## src/logic/ssp_pkg.sv

```systemverilog
package ssp_pkg;
  // data path shape
  localparam int SSP_DW = 16;
  localparam int SSP_DEPTH = 8;
  // frame size field holds length minus one; 4 bits is the shortest frame
  localparam logic [3:0] SSP_SIZE_MIN = 4'h3;
  localparam logic [4:0] SSP_WORD_BITS = 5'h10;
  // prescale divisor limits, even values only
  localparam logic [7:0] SSP_PRE_MIN = 8'h02;
  // control-message format: 8 command bits then one turnaround clock
  localparam logic [4:0] SSP_CMD_SKIP = 5'h09;
  // fifo half level used by both service conditions
  localparam logic [3:0] SSP_HALF_LVL = 4'h4;
  // receive timeout, in serial clock periods
  localparam int SSP_TOUT_PERIODS = 32;

  typedef enum logic [1:0] {
    SSP_FMT_SPI,
    SSP_FMT_SSF,
    SSP_FMT_CMSG
  } ssp_fmt_t;

  typedef enum logic [1:0] {
    SSP_M_IDLE,
    SSP_M_SETUP,
    SSP_M_SHIFT,
    SSP_M_END
  } ssp_mst_t;

  typedef struct packed {
    logic enable;
    logic master;
    logic loopback;
    ssp_fmt_t format;
    logic [3:0] frameSize;
    logic clockPolarity;
    logic clockPhase;
    logic [7:0] prescaleDivisor;
    logic [7:0] serialClockRate;
  } ssp_cfg_t;

  typedef struct packed {
    logic overrun;
    logic timeout;
    logic rxService;
    logic txService;
  } ssp_irq_t;
endpackage : ssp_pkg

```

## src/logic/ssp_fifo.sv

```systemverilog
`timescale 1ns/1ps
module ssp_fifo #(
  parameter int WIDTH = 16,
  parameter int DEPTH = 8,
  parameter int LW = $clog2(DEPTH + 1)
) (
  input wire logic mclk,
  input wire logic sys_rst,
  input wire logic inValid,
  output logic inReady,
  input wire logic [WIDTH-1:0] inData,
  output logic outValid,
  input wire logic outReady,
  output logic [WIDTH-1:0] outData,
  output logic [LW-1:0] level
);
  localparam int AW = $clog2(DEPTH);

  // pointers wrap naturally, so the depth must be a power of two
  if (DEPTH < 2 || (DEPTH & (DEPTH - 1)) != 0 || WIDTH < 1) begin : g_chk
    $error("ssp_fifo: DEPTH must be a power of two >= 2");
  end

  logic [WIDTH-1:0] mem [DEPTH];
  logic [AW-1:0] wrPtr_r, wrPtr_nxt, rdPtr_r, rdPtr_nxt;
  logic [LW-1:0] cnt_r, cnt_nxt;
  logic notFull_r, notFull_nxt, empty_r, empty_nxt;
  logic doWr, doRd;

  assign doWr = inValid & notFull_r;
  assign doRd = outReady & ~empty_r;
  assign inReady = notFull_r;
  assign outValid = ~empty_r;
  assign outData = mem[rdPtr_r];
  assign level = cnt_r;

  // flags are computed ahead so both ends see registered full/empty
  always_comb begin
    wrPtr_nxt = wrPtr_r + AW'(doWr);
    rdPtr_nxt = rdPtr_r + AW'(doRd);
    cnt_nxt = cnt_r + LW'(doWr) - LW'(doRd);
    notFull_nxt = (cnt_nxt != LW'(DEPTH));
    empty_nxt = (cnt_nxt == '0);
  end

  always_ff @(posedge mclk or posedge sys_rst) begin
    if (sys_rst) begin
      wrPtr_r <= '0;
      rdPtr_r <= '0;
      cnt_r <= '0;
      notFull_r <= 1'b1;
      empty_r <= 1'b1;
    end else begin
      wrPtr_r <= wrPtr_nxt;
      rdPtr_r <= rdPtr_nxt;
      cnt_r <= cnt_nxt;
      notFull_r <= notFull_nxt;
      empty_r <= empty_nxt;
    end
  end

  // storage has no reset, contents are only read behind empty
  always_ff @(posedge mclk) begin
    if (doWr) begin
      mem[wrPtr_r] <= inData;
    end
  end
endmodule : ssp_fifo

```

## src/logic/ssp_core.sv

```systemverilog
`timescale 1ns/1ps
// Function
// RQ1: works as master or slave in SPI, pulse-framed and control-message formats
// RQ2: separate transmit and receive fifos, 16 bits by 8 entries
// RQ3: frame length programmable from 4 to 16 bits
// RQ4: loopback feeds own transmit output back to receive input
// RQ5: first rate stage divides by even prescale 2 to 254
// RQ6: second stage divides by one plus serial clock rate field
// RQ7: serial clock equals system clock over prescale times rate plus one
// RQ8: master settings keep system clock at least twice serial clock
// RQ9: external master keeps serial clock at most a twelfth of system clock
// RQ10: data write pushes the word into the transmit fifo
// RQ11: transmit fifo words are serialised onto transmit pin, both roles
// RQ12: data read pops the oldest receive fifo word
// RQ13: received bits gather in a shift register before fifo load
// RQ14: four conditions: tx service, rx service, rx timeout, rx overrun
// RQ15: enabled conditions are ORed into one interrupt request
// RQ16: each condition has a mask bit, 1 lets it through
// RQ17: each condition also has its own output
// RQ18: raw and masked condition state both readable
// RQ19: clock idles between transfers; timeout flags data left waiting
// RQ20: frames go out most significant bit first
// RQ21: clock polarity picks the SPI idle clock level
// RQ22: short frames stored right-justified, upper bits zero
// RQ23: frame ending on full receive fifo is dropped, overrun set
module ssp_core
  import ssp_pkg::*;
#(
  parameter int RX_TOUT_PERIODS = SSP_TOUT_PERIODS,
  parameter int DEPTH = SSP_DEPTH
) (
  input wire logic mclk,
  input wire logic sys_rst,
  input wire ssp_cfg_t cfg,
  input wire ssp_irq_t irqMask,
  input wire logic clrOverrun,
  input wire logic clrTimeout,
  input wire logic wrValid,
  output logic wrReady,
  input wire logic [SSP_DW-1:0] wrData,
  input wire logic rdReq,
  output logic rdValid,
  output logic [SSP_DW-1:0] rdData,
  output ssp_irq_t rawStatus,
  output ssp_irq_t maskedStatus,
  output ssp_irq_t irqLines,
  output logic irqCombined,
  input wire logic sclkIn,
  output logic sclkOut,
  output logic sclkOeN,
  input wire logic fsIn,
  output logic fsOut,
  output logic fsOeN,
  output logic txdOut,
  output logic txdOeN,
  input wire logic rxdIn
);
  localparam int LW = $clog2(DEPTH + 1);

  if (RX_TOUT_PERIODS < 1 || DEPTH < 2) begin : g_chk
    $error("ssp_core: bad timeout or depth");
  end

  // fifos
  logic txValid, txPop, rxPush, rxReady, rxValid, rxPop;
  logic [SSP_DW-1:0] txData, rxWord, rxHead;
  logic [LW-1:0] txLevel, rxLevel;

  ssp_fifo #(.WIDTH(SSP_DW), .DEPTH(DEPTH)) u_txf ( // RQ2
    .mclk(mclk), .sys_rst(sys_rst),
    .inValid(wrValid), .inReady(wrReady), .inData(wrData), // RQ10
    .outValid(txValid), .outReady(txPop), .outData(txData),
    .level(txLevel));

  ssp_fifo #(.WIDTH(SSP_DW), .DEPTH(DEPTH)) u_rxf ( // RQ2
    .mclk(mclk), .sys_rst(sys_rst),
    .inValid(rxPush), .inReady(rxReady), .inData(rxWord),
    .outValid(rxValid), .outReady(rxPop), .outData(rxHead),
    .level(rxLevel));

  // pin synchronisers: sclk, frame select, receive data
  logic [2:0] syncA_r, syncB_r;
  logic sclkPrev_r, fsPrev_r;
  always_ff @(posedge mclk or posedge sys_rst) begin
    if (sys_rst) begin
      syncA_r <= 3'h2;
      syncB_r <= 3'h2;
      sclkPrev_r <= 1'b0;
      fsPrev_r <= 1'b1;
    end else begin
      syncA_r <= {sclkIn, fsIn, rxdIn};
      syncB_r <= syncA_r;
      sclkPrev_r <= syncB_r[2];
      fsPrev_r <= syncB_r[1];
    end
  end

  // shared frame decode
  logic [4:0] frameLen, rxStart, totalBits, shAmt;
  logic [5:0] lastEdge;
  logic isSpi, isSsf, isCmsg, lateCap, idleClk, rxBit, txdPin_r;
  assign isSpi = (cfg.format == SSP_FMT_SPI);
  assign isSsf = (cfg.format == SSP_FMT_SSF);
  assign isCmsg = (cfg.format == SSP_FMT_CMSG);
  // sizes under 4 bits are raised to 4
  assign frameLen = (cfg.frameSize < SSP_SIZE_MIN) ?
    5'({SSP_SIZE_MIN} + 4'h1) : 5'(cfg.frameSize) + 5'h01; // RQ3
  assign rxStart = isCmsg ? SSP_CMD_SKIP : 5'h00;
  assign totalBits = frameLen + rxStart;
  assign lastEdge = {totalBits, 1'b0} - 6'h01;
  assign shAmt = SSP_WORD_BITS - frameLen;
  // capture on the trailing edge for phase 1 and pulse-framed
  assign lateCap = isSsf | (isSpi & cfg.clockPhase);
  assign idleClk = isSpi & cfg.clockPolarity; // RQ21

  // bit rate generator: half period is prescale/2 * (scr+1) clocks
  logic [6:0] halfDiv, preCnt_r, preCnt_nxt;
  logic [7:0] scrCnt_r, scrCnt_nxt;
  logic halfTick;
  ssp_mst_t mState_r, mState_nxt;
  assign halfDiv = (cfg.prescaleDivisor < SSP_PRE_MIN) ?
    7'h01 : cfg.prescaleDivisor[7:1]; // RQ5
  assign halfTick = (preCnt_r == halfDiv - 7'h01) &&
    (scrCnt_r == cfg.serialClockRate); // RQ6 RQ7

  // held in idle so every frame starts on a fresh half period
  always_comb begin
    preCnt_nxt = preCnt_r + 7'h01;
    scrCnt_nxt = scrCnt_r;
    if (mState_r == SSP_M_IDLE) begin
      preCnt_nxt = 7'h00;
      scrCnt_nxt = 8'h00;
    end else if (preCnt_r >= halfDiv - 7'h01) begin
      preCnt_nxt = 7'h00;
      scrCnt_nxt = halfTick ? 8'h00 : scrCnt_r + 8'h01;
    end
  end

  always_ff @(posedge mclk or posedge sys_rst) begin
    if (sys_rst) begin
      preCnt_r <= 7'h00;
      scrCnt_r <= 8'h00;
    end else begin
      preCnt_r <= preCnt_nxt;
      scrCnt_r <= scrCnt_nxt;
    end
  end

  // master sequencer
  logic sclk_r, sclk_nxt, fs_r, fs_nxt, mPush, mPop;
  logic [SSP_DW-1:0] txSh_r, txSh_nxt, rxSh_r, rxSh_nxt, loadWord;
  logic [5:0] edge_r, edge_nxt;
  logic mLead, mCap;
  // control messages send the low byte only; others left-align the frame
  assign loadWord = isCmsg ? {txData[7:0], 8'h00} : (txData << shAmt); // RQ20
  assign mLead = ~edge_r[0];
  assign mCap = lateCap ? ~mLead : mLead;

  always_comb begin
    mState_nxt = mState_r;
    sclk_nxt = sclk_r;
    fs_nxt = fs_r;
    txSh_nxt = txSh_r;
    rxSh_nxt = rxSh_r;
    edge_nxt = edge_r;
    mPush = 1'b0;
    mPop = 1'b0;
    case (mState_r)
      SSP_M_IDLE: begin
        sclk_nxt = idleClk; // RQ19 RQ21
        fs_nxt = ~isSsf;
        edge_nxt = 6'h00;
        if (cfg.enable && cfg.master && txValid) begin // RQ1
          mPop = 1'b1; // RQ11
          txSh_nxt = loadWord;
          rxSh_nxt = '0;
          fs_nxt = isSsf;
          mState_nxt = SSP_M_SETUP;
        end
      end
      SSP_M_SETUP: begin
        // pulse-framed holds its frame pulse for two half periods
        if (halfTick) begin
          if (isSsf && edge_r == 6'h00) begin
            edge_nxt = 6'h01;
          end else begin
            edge_nxt = 6'h00;
            fs_nxt = 1'b0;
            mState_nxt = SSP_M_SHIFT;
          end
        end
      end
      SSP_M_SHIFT: begin
        if (halfTick) begin
          sclk_nxt = ~sclk_r;
          edge_nxt = edge_r + 6'h01;
          if (mCap && edge_r[5:1] >= rxStart) begin
            rxSh_nxt = {rxSh_r[SSP_DW-2:0], rxBit}; // RQ13 RQ22
          end
          if (!mCap && edge_r != 6'h00) begin
            txSh_nxt = {txSh_r[SSP_DW-2:0], 1'b0}; // RQ20
          end
          if (edge_r == lastEdge) begin
            mState_nxt = SSP_M_END;
          end
        end
      end
      SSP_M_END: begin
        if (halfTick) begin
          mPush = 1'b1;
          edge_nxt = 6'h00;
          // phase 1 keeps the select low across back-to-back words
          if (isSpi && cfg.clockPhase && cfg.enable && txValid) begin
            mPop = 1'b1;
            txSh_nxt = loadWord;
            rxSh_nxt = '0;
            mState_nxt = SSP_M_SETUP;
          end else begin
            fs_nxt = ~isSsf;
            mState_nxt = SSP_M_IDLE;
          end
        end
      end
      default: mState_nxt = SSP_M_IDLE;
    endcase
  end

  always_ff @(posedge mclk or posedge sys_rst) begin
    if (sys_rst) begin
      mState_r <= SSP_M_IDLE;
      sclk_r <= 1'b0;
      fs_r <= 1'b1;
      txSh_r <= '0;
      rxSh_r <= '0;
      edge_r <= 6'h00;
    end else begin
      mState_r <= mState_nxt;
      sclk_r <= sclk_nxt;
      fs_r <= fs_nxt;
      txSh_r <= txSh_nxt;
      rxSh_r <= rxSh_nxt;
      edge_r <= edge_nxt;
    end
  end

  // slave: edges come from the synchronised clock, hence the 12x margin
  logic sRise, sFall, sLead, sCap, sLaunch, sOn, sActive, fsFall;
  logic sArmed_r, sArmed_nxt, sFresh_r, sFresh_nxt, sPush, sPop, sLoad;
  logic [SSP_DW-1:0] sTx_r, sTx_nxt, sRx_r, sRx_nxt, sLoadWord;
  logic [4:0] sCnt_r, sCnt_nxt;
  assign sRise = syncB_r[2] & ~sclkPrev_r; // RQ9
  assign sFall = ~syncB_r[2] & sclkPrev_r;
  assign sLead = cfg.clockPolarity & isSpi ? sFall : sRise;
  assign sCap = lateCap ? (sRise | sFall) & ~sLead : sLead;
  assign sLaunch = (sRise | sFall) & ~sCap;
  assign fsFall = fsPrev_r & ~syncB_r[1];
  assign sOn = cfg.enable & ~cfg.master;
  assign sActive = sOn & (isSsf ? sArmed_r : ~syncB_r[1]);
  // an empty transmit fifo sends zeros rather than stalling the master
  assign sLoadWord = txValid ? loadWord : '0;

  always_comb begin
    sArmed_nxt = sArmed_r;
    sFresh_nxt = sFresh_r;
    sTx_nxt = sTx_r;
    sRx_nxt = sRx_r;
    sCnt_nxt = sCnt_r;
    sPush = 1'b0;
    sLoad = 1'b0;
    if (!sOn) begin
      sArmed_nxt = 1'b0;
      sCnt_nxt = 5'h00;
    end else if (isSsf && sFall && syncB_r[1]) begin
      sArmed_nxt = 1'b1; // frame pulse seen, bits follow
      sLoad = 1'b1;
    end else if (!isSsf && fsFall) begin
      sLoad = 1'b1;
    end else if (sActive) begin
      if (sRise | sFall) begin
        sFresh_nxt = 1'b0;
      end
      if (sLaunch && !(sFresh_r && lateCap)) begin
        sTx_nxt = {sTx_r[SSP_DW-2:0], 1'b0}; // RQ11 RQ20
      end
      if (sCap) begin
        sCnt_nxt = sCnt_r + 5'h01;
        if (sCnt_r >= rxStart) begin
          sRx_nxt = {sRx_r[SSP_DW-2:0], rxBit}; // RQ13 RQ22
        end
        if (sCnt_r == totalBits - 5'h01) begin
          sPush = 1'b1;
          sCnt_nxt = 5'h00;
          sArmed_nxt = 1'b0;
          // phase 1 frames run on without a select pulse
          sLoad = isSpi & cfg.clockPhase;
        end
      end
    end
    if (sLoad) begin
      sTx_nxt = sLoadWord;
      sFresh_nxt = 1'b1;
      sCnt_nxt = 5'h00;
      if (!sPush) begin
        sRx_nxt = '0;
      end
    end
    if (sPush) begin
      sRx_nxt = '0;
    end
  end
  assign sPop = sLoad & txValid;

  always_ff @(posedge mclk or posedge sys_rst) begin
    if (sys_rst) begin
      sArmed_r <= 1'b0;
      sFresh_r <= 1'b0;
      sTx_r <= '0;
      sRx_r <= '0;
      sCnt_r <= 5'h00;
    end else begin
      sArmed_r <= sArmed_nxt;
      sFresh_r <= sFresh_nxt;
      sTx_r <= sTx_nxt;
      sRx_r <= sRx_nxt;
      sCnt_r <= sCnt_nxt;
    end
  end

  assign txPop = mPop | sPop;
  assign rxPush = mPush | sPush;
  // a slave's last captured bit is not yet in its shift register at push time
  assign rxWord = mPush ? rxSh_r : {sRx_r[SSP_DW-2:0], rxBit};

  // pins, status and read data
  logic [23:0] tout_r, tout_nxt, toutLimit;
  logic ovr_r, ovr_nxt, tmo_r, tmo_nxt, busy;
  logic rdValid_nxt;
  logic [SSP_DW-1:0] rdData_nxt;
  ssp_irq_t raw_nxt, masked_nxt;
  logic sclkPin_nxt, sclkOe_nxt, fsPin_nxt, fsOe_nxt, txdPin_nxt, txdOe_nxt;
  assign toutLimit = 24'(RX_TOUT_PERIODS) * 24'({halfDiv, 1'b0}) *
    24'({1'b0, cfg.serialClockRate} + 9'h001);
  assign busy = (mState_r != SSP_M_IDLE) | sActive;
  assign rxPop = rdReq & rxValid; // RQ12
  // loopback taps the bit ahead of its pin flop so one-clock halves align
  assign rxBit = cfg.loopback ? txdPin_nxt : syncB_r[0]; // RQ4

  always_comb begin
    // overrun and timeout: a new event beats a same-cycle clear
    ovr_nxt = (rxPush & ~rxReady) | (ovr_r & ~clrOverrun); // RQ23
    tmo_nxt = tmo_r & ~clrTimeout;
    tout_nxt = tout_r + 24'h000001;
    if (!rxValid || rxPop || busy) begin
      tout_nxt = 24'h000000;
    end else if (tout_r >= toutLimit) begin
      tout_nxt = tout_r;
      tmo_nxt = 1'b1; // RQ19
    end
    raw_nxt.overrun = ovr_r; // RQ14 RQ18
    raw_nxt.timeout = tmo_r;
    raw_nxt.rxService = (rxLevel >= LW'(SSP_HALF_LVL));
    raw_nxt.txService = (txLevel <= LW'(SSP_HALF_LVL));
    masked_nxt = raw_nxt & irqMask; // RQ16
    rdValid_nxt = rxPop;
    rdData_nxt = rxPop ? rxHead : rdData;
    // master drives clock and select; a slave only drives data in frame
    sclkPin_nxt = cfg.master ? sclk_r : idleClk;
    sclkOe_nxt = ~(cfg.enable & cfg.master);
    fsPin_nxt = cfg.master ? fs_r : 1'b1;
    fsOe_nxt = ~(cfg.enable & cfg.master);
    txdPin_nxt = cfg.master ? txSh_r[SSP_DW-1] : sTx_r[SSP_DW-1];
    if (cfg.master) begin
      txdOe_nxt = ~(cfg.enable & (~isSsf | mState_r != SSP_M_IDLE));
    end else begin
      txdOe_nxt = ~sActive;
    end
  end

  always_ff @(posedge mclk or posedge sys_rst) begin
    if (sys_rst) begin
      ovr_r <= 1'b0;
      tmo_r <= 1'b0;
      tout_r <= 24'h000000;
      rawStatus <= '0;
      maskedStatus <= '0;
      irqLines <= '0;
      irqCombined <= 1'b0;
      rdValid <= 1'b0;
      rdData <= '0;
      sclkOut <= 1'b0;
      sclkOeN <= 1'b1;
      fsOut <= 1'b1;
      fsOeN <= 1'b1;
      txdPin_r <= 1'b0;
      txdOeN <= 1'b1;
    end else begin
      ovr_r <= ovr_nxt;
      tmo_r <= tmo_nxt;
      tout_r <= tout_nxt;
      rawStatus <= raw_nxt;
      maskedStatus <= masked_nxt;
      irqLines <= masked_nxt; // RQ17
      irqCombined <= |masked_nxt; // RQ15
      rdValid <= rdValid_nxt;
      rdData <= rdData_nxt;
      sclkOut <= sclkPin_nxt;
      sclkOeN <= sclkOe_nxt;
      fsOut <= fsPin_nxt;
      fsOeN <= fsOe_nxt;
      txdPin_r <= txdPin_nxt;
      txdOeN <= txdOe_nxt;
    end
  end
  assign txdOut = txdPin_r;
endmodule : ssp_core

```

## config.mk

```make
export PLATFORM = sky130hd
export DESIGN_NAME = ssp_core
export DESIGN_NICKNAME = d
export VERILOG_FILES = /design/src/logic/ssp_pkg.sv /design/src/logic/ssp_fifo.sv /design/src/logic/ssp_core.sv
export SDC_FILE = /design/constraint.sdc
export NUM_CORES = 1
export LEC_CHECK = 0
export ABC_AREA = 1
export BUFFER_PORTS_ARGS = -buffer_cell sky130_fd_sc_hd__buf_2
export CAP_MARGIN = 30
export CELL_PAD_IN_SITES_DETAIL_PLACEMENT = 0
export CELL_PAD_IN_SITES_GLOBAL_PLACEMENT = 1
export CORE_MARGIN = 5
export CORE_UTILIZATION = 26
export DETAILED_ROUTE_END_ITERATION = 10
export PLACE_DENSITY = 0.47
export SLEW_MARGIN = 20
export SYNTH_ARGS = -nofsm -noshare
export SYNTH_HDL_FRONTEND = slang
export SYNTH_SLANG_ARGS = --single-unit
```

## constraint.sdc

```tcl
create_clock -name mclk -period 11.6 [get_ports mclk]
set_clock_uncertainty 0.15 [all_clocks]
set_input_delay 1.74 -clock mclk [delete_from_list [all_inputs] [get_ports mclk]]
set_output_delay 1.74 -clock mclk [all_outputs]
set_load 0.005 [all_outputs]
```

==> summary.md <==
| Metric | Value |
|---|---|
| Status | `finished clean` |
| Grt total ovfl | `0` |
| Core ar. | `89700 sq um` |
| Worst IR Drop VDD | `0.124 mV` |
| Crit path launch | `cfg[0]` |
| Hold crit path type | `register to register` |
| Hold slack | `0.201 ns` |
| Worst-path clk slew | `0.06 ns` |
| Syn nets | `between 2000 and 3000` |
| Antenna violations before repair | `1` |
| Pre-antenna DRT Iters | `5` |
| CTS tree | `built` |
| Setup TNS Final | `0 ns` |
| FMAX | `120 MHz` |
| Crit Path Category | `input port to register` |
| # diodes | `0` |
| Antenna-violating nets left | `0` |
| Clock Latency Late Sink | `0.60 ns` |
| Die H | `310 um` |
| RSZ-0062 raised after global routing | `no` |
| MaxCap Viol Count | `0` |
| Via density | `4.48` |
| Cts hold-fix bufs | `0` |
| I/O pins | `93` |
| Crit end category | `register` |
| Area Overhead vs Synth | `16.2%` |
| Share of the synthesized area in the top cell type | `32.8%` |
| Slowest stage delay, CP | `0.67 ns` |
| Setup bufs post-CTS | `0` |
| Seq/Total Area, Yosys | `52.6%` |
| Relative slew slack | `40.8%` |
| Die width | `310 um` |
| Pleak | `11.9 nW` |
| GRT Overall Usage | `13.4%` |
| Total CTS buffers | `between 50 and 60` |
| Most frequent CP cell | `inv_1` |
| Post-DP HPWL | `43.6 mm` |
| Max Root-Sink Buffers | `3` |
| Worst-Margin Slew | `0.886 ns` |
| Cell Pwr Density | `approximately 210 nW/um^2` |
| Synthesized flop and latch total | `440` |
| Cell count after synthesis | `about 2500` |
| Max FO, Critical Path | `23` |
| DR iter-0 viols | `837` |
| Post-Syn Area | `23400 sq um` |
| Rows | `110` |
| Reg2reg start | `syncB_r[2]` |
| Routed len/inst | `16.7 um` |
| Ranking of synthesized cells by area | `edfxtp_1, dfrtp_1, nand2_1` |
| Final slew viol count | `0` |
| Fin nets | `2818` |
| # H-tree levels | `2` |
| Count of flip-flops with a built-in enable after synthesis | `256` |
| Syn Area/Cell | `9.24 sq um` |
| Layout cell share with drive strength beyond 1 | `10.3%` |
| Port Buffers | `just over 90` |
| Worst hold start | `syncA_r[0]` |
| Post-synthesis async set-or-reset flop share | `41.8%` |
| # resized after CTS | `0` |
| Cell taking the most area after synthesis | `edfxtp_1` |
| Most frequent cell after synthesis | `nand2_1` |
| Crit-path slowest cell | `nand2_1` |
| Tcrit/Tclk final | `71.9%` |
| Crit start category | `input port` |
| Largest net degree at the start of global routing | `87` |
| # DRC | `0` |
| Vias in the first global route | `approximately 18000` |
| Number of setup violations in the final report | `0` |
| Global-route wire length before repair | `a little over 100 mm` |
| Root buffer cell | `clkbuf_16` |
| Commonest cells post-synth | `nand2_1, inv_1, nand3_1` |
| Starting Density | `a little over a quarter` |
| Critical path arrival | `8.62 ns` |
| Final min period | `8.34 ns` |
| Synth cell types | `55` |
| Main synth FF type | `edfxtp_1` |
| Number of synthesis warnings | `0` |
| Hold Fails Final Rpt | `0` |
| Count of clock tree sinks | `440` |
| Full die area | `between 90000 and 100000 sq um` |
| RD Place Congestion | `around 0.8` |
| Critical Path RT | `11.88 ns` |
| Routed Wire Length | `64.2 mm` |
| DR vias | `17200` |
==> cells in the final DEF (no fill, tap or decap), types with 3 or more instances in the layout <==
cell       Yosys  routed
nor3_2         3       3
or2_2          4       4
bufinv_16      0      10
nand2_1      497     497
o211ai_1      40      40
o21ai_1        9      13
nand3_1      282     282
dfstp_2       11      11
clkbuf_8       0       3
o21ai_0      170     166
mux2i_1       32      32
inv_1        316     315
nand2_2       12      12
clkbuf_4       0       3
fa_1          36      36
clkinv_1       9      18
nand2_4        3       3
edfxtp_1     256     256
ha_1         100     100
nor2_2         6       6
buf_2         15      95
clkbuf_16      0      55
nor3_1        22      22
inv_2          6       6
clkinv_2       0      11
dfrtp_1      173     170
xnor2_1       20      20
a21oi_1      104     104
nor2_1       221     221
xor2_1        42      42
nand4_1       19      19
buf_4          7      32
clkbuf_1      59       9
nor4_1        12      12
==> cell type report <==
cell class | instances | area, sq um
multi-input cells | 1665 | 9440
clock buffers | 67 | 1450
inverters | 331 | 1250
clock inverters | 35 | 465
flip-flops and latches | 440 | 12300
fillers | 9387 | 62500
well taps | 1176 | 1470
repair buffers | 134 | 823
==> final timing paths <==
check | endpoint | slack (ns) | cells past startpoint
max in group asynchronous | u_txf.rdPtr_r[0] | 8.75 | 4
min | syncB_r[0] | 0.20 | 0
max reg2reg | u_txf.empty_r | 7.59 | 17
min reg2reg | syncB_r[0] | 0.20 | 0
min in group asynchronous | rdData[2] | 0.96 | 2
max | tmo_r | 3.26 | 28
==> flip-flops by register name, indices dropped and copies added, names as in the netlist, 6 cells and up <==
name and flops:
edge_r 6, preCnt_r 7, rdData 16, rxSh_r 16
sRx_r 15, sTx_r 16, scrCnt_r 8, tout_r 24
txSh_r 16, u_rxf.mem 128, u_txf.mem 128
==> per-layer routing <==
| layer | wire, um | share of wire, % | global-route usage (%) | vias to the layer above |
|---|---|---|---|---|
| met2 | 30700 | 48 | 23.1 | 237 |
| li1 | - | - | - | 8626 |
| met3 | 2200 | 3.4 | 1.85 | 73 |
| met1 | 30000 | 47 | 18.0 | 8307 |
| met5 | 0 | 0 | 0 | - |
| met4 | 1240 | 1.9 | 3.07 | 0 |
==> per-stage QoR <==
stage | setup slack, ns | instances | instance area [sq um] | power [mW] | util (%)
2_1_floorplan | 3.84 | 2533 | 23400 | 3.47 | -
3_3_place_gp | 2.64 | 3734 | 25200 | 4.09 | 28.0
6_report | 3.26 | 3848 | 27200 | 5.84 | 30.3
5_1_grt | 2.54 | 3848 | 27200 | 6.31 | 30.3
3_5_place_dp | 2.65 | 3739 | 25200 | 4.12 | 28.1
4_1_cts | 3.22 | 3841 | 27100 | 5.96 | 30.3
==> critical path, delay by kind of cell <==
family          cells  cell delay, ns
fa+ha+maj           7            2.80
xor+xnor            2            0.75
simple gates        7            1.36
buf+inv             6            0.55
compound gates      6            1.38
==> power breakdown <==
group	internal [mW]	switching, mW	leakage [nW]
registers	1.89	0.165	4.72
logic	0.666	1.33	6.23
clock network	1.11	0.679	0.943
total	3.67	2.17	11.9
==> kinds of logic (layout without fill, tap and decap cells) <==
family                     count (synthesis)  count (layout)  share of synthesized area [%]
buffers and inverters                    428             567                           7.15
muxes                                     33              33                           1.42
DFF                                      440             440                           52.6
xor gates and xnor gates                  62              62                           2.32
AOI/OAI and AO/OA                        343             343                           8.03
and+or+nand+nor                         1091            1091                           20.1
adders and majority gates                136             136                           8.42
No activity file was read; power rests on OpenSTA's default activity.
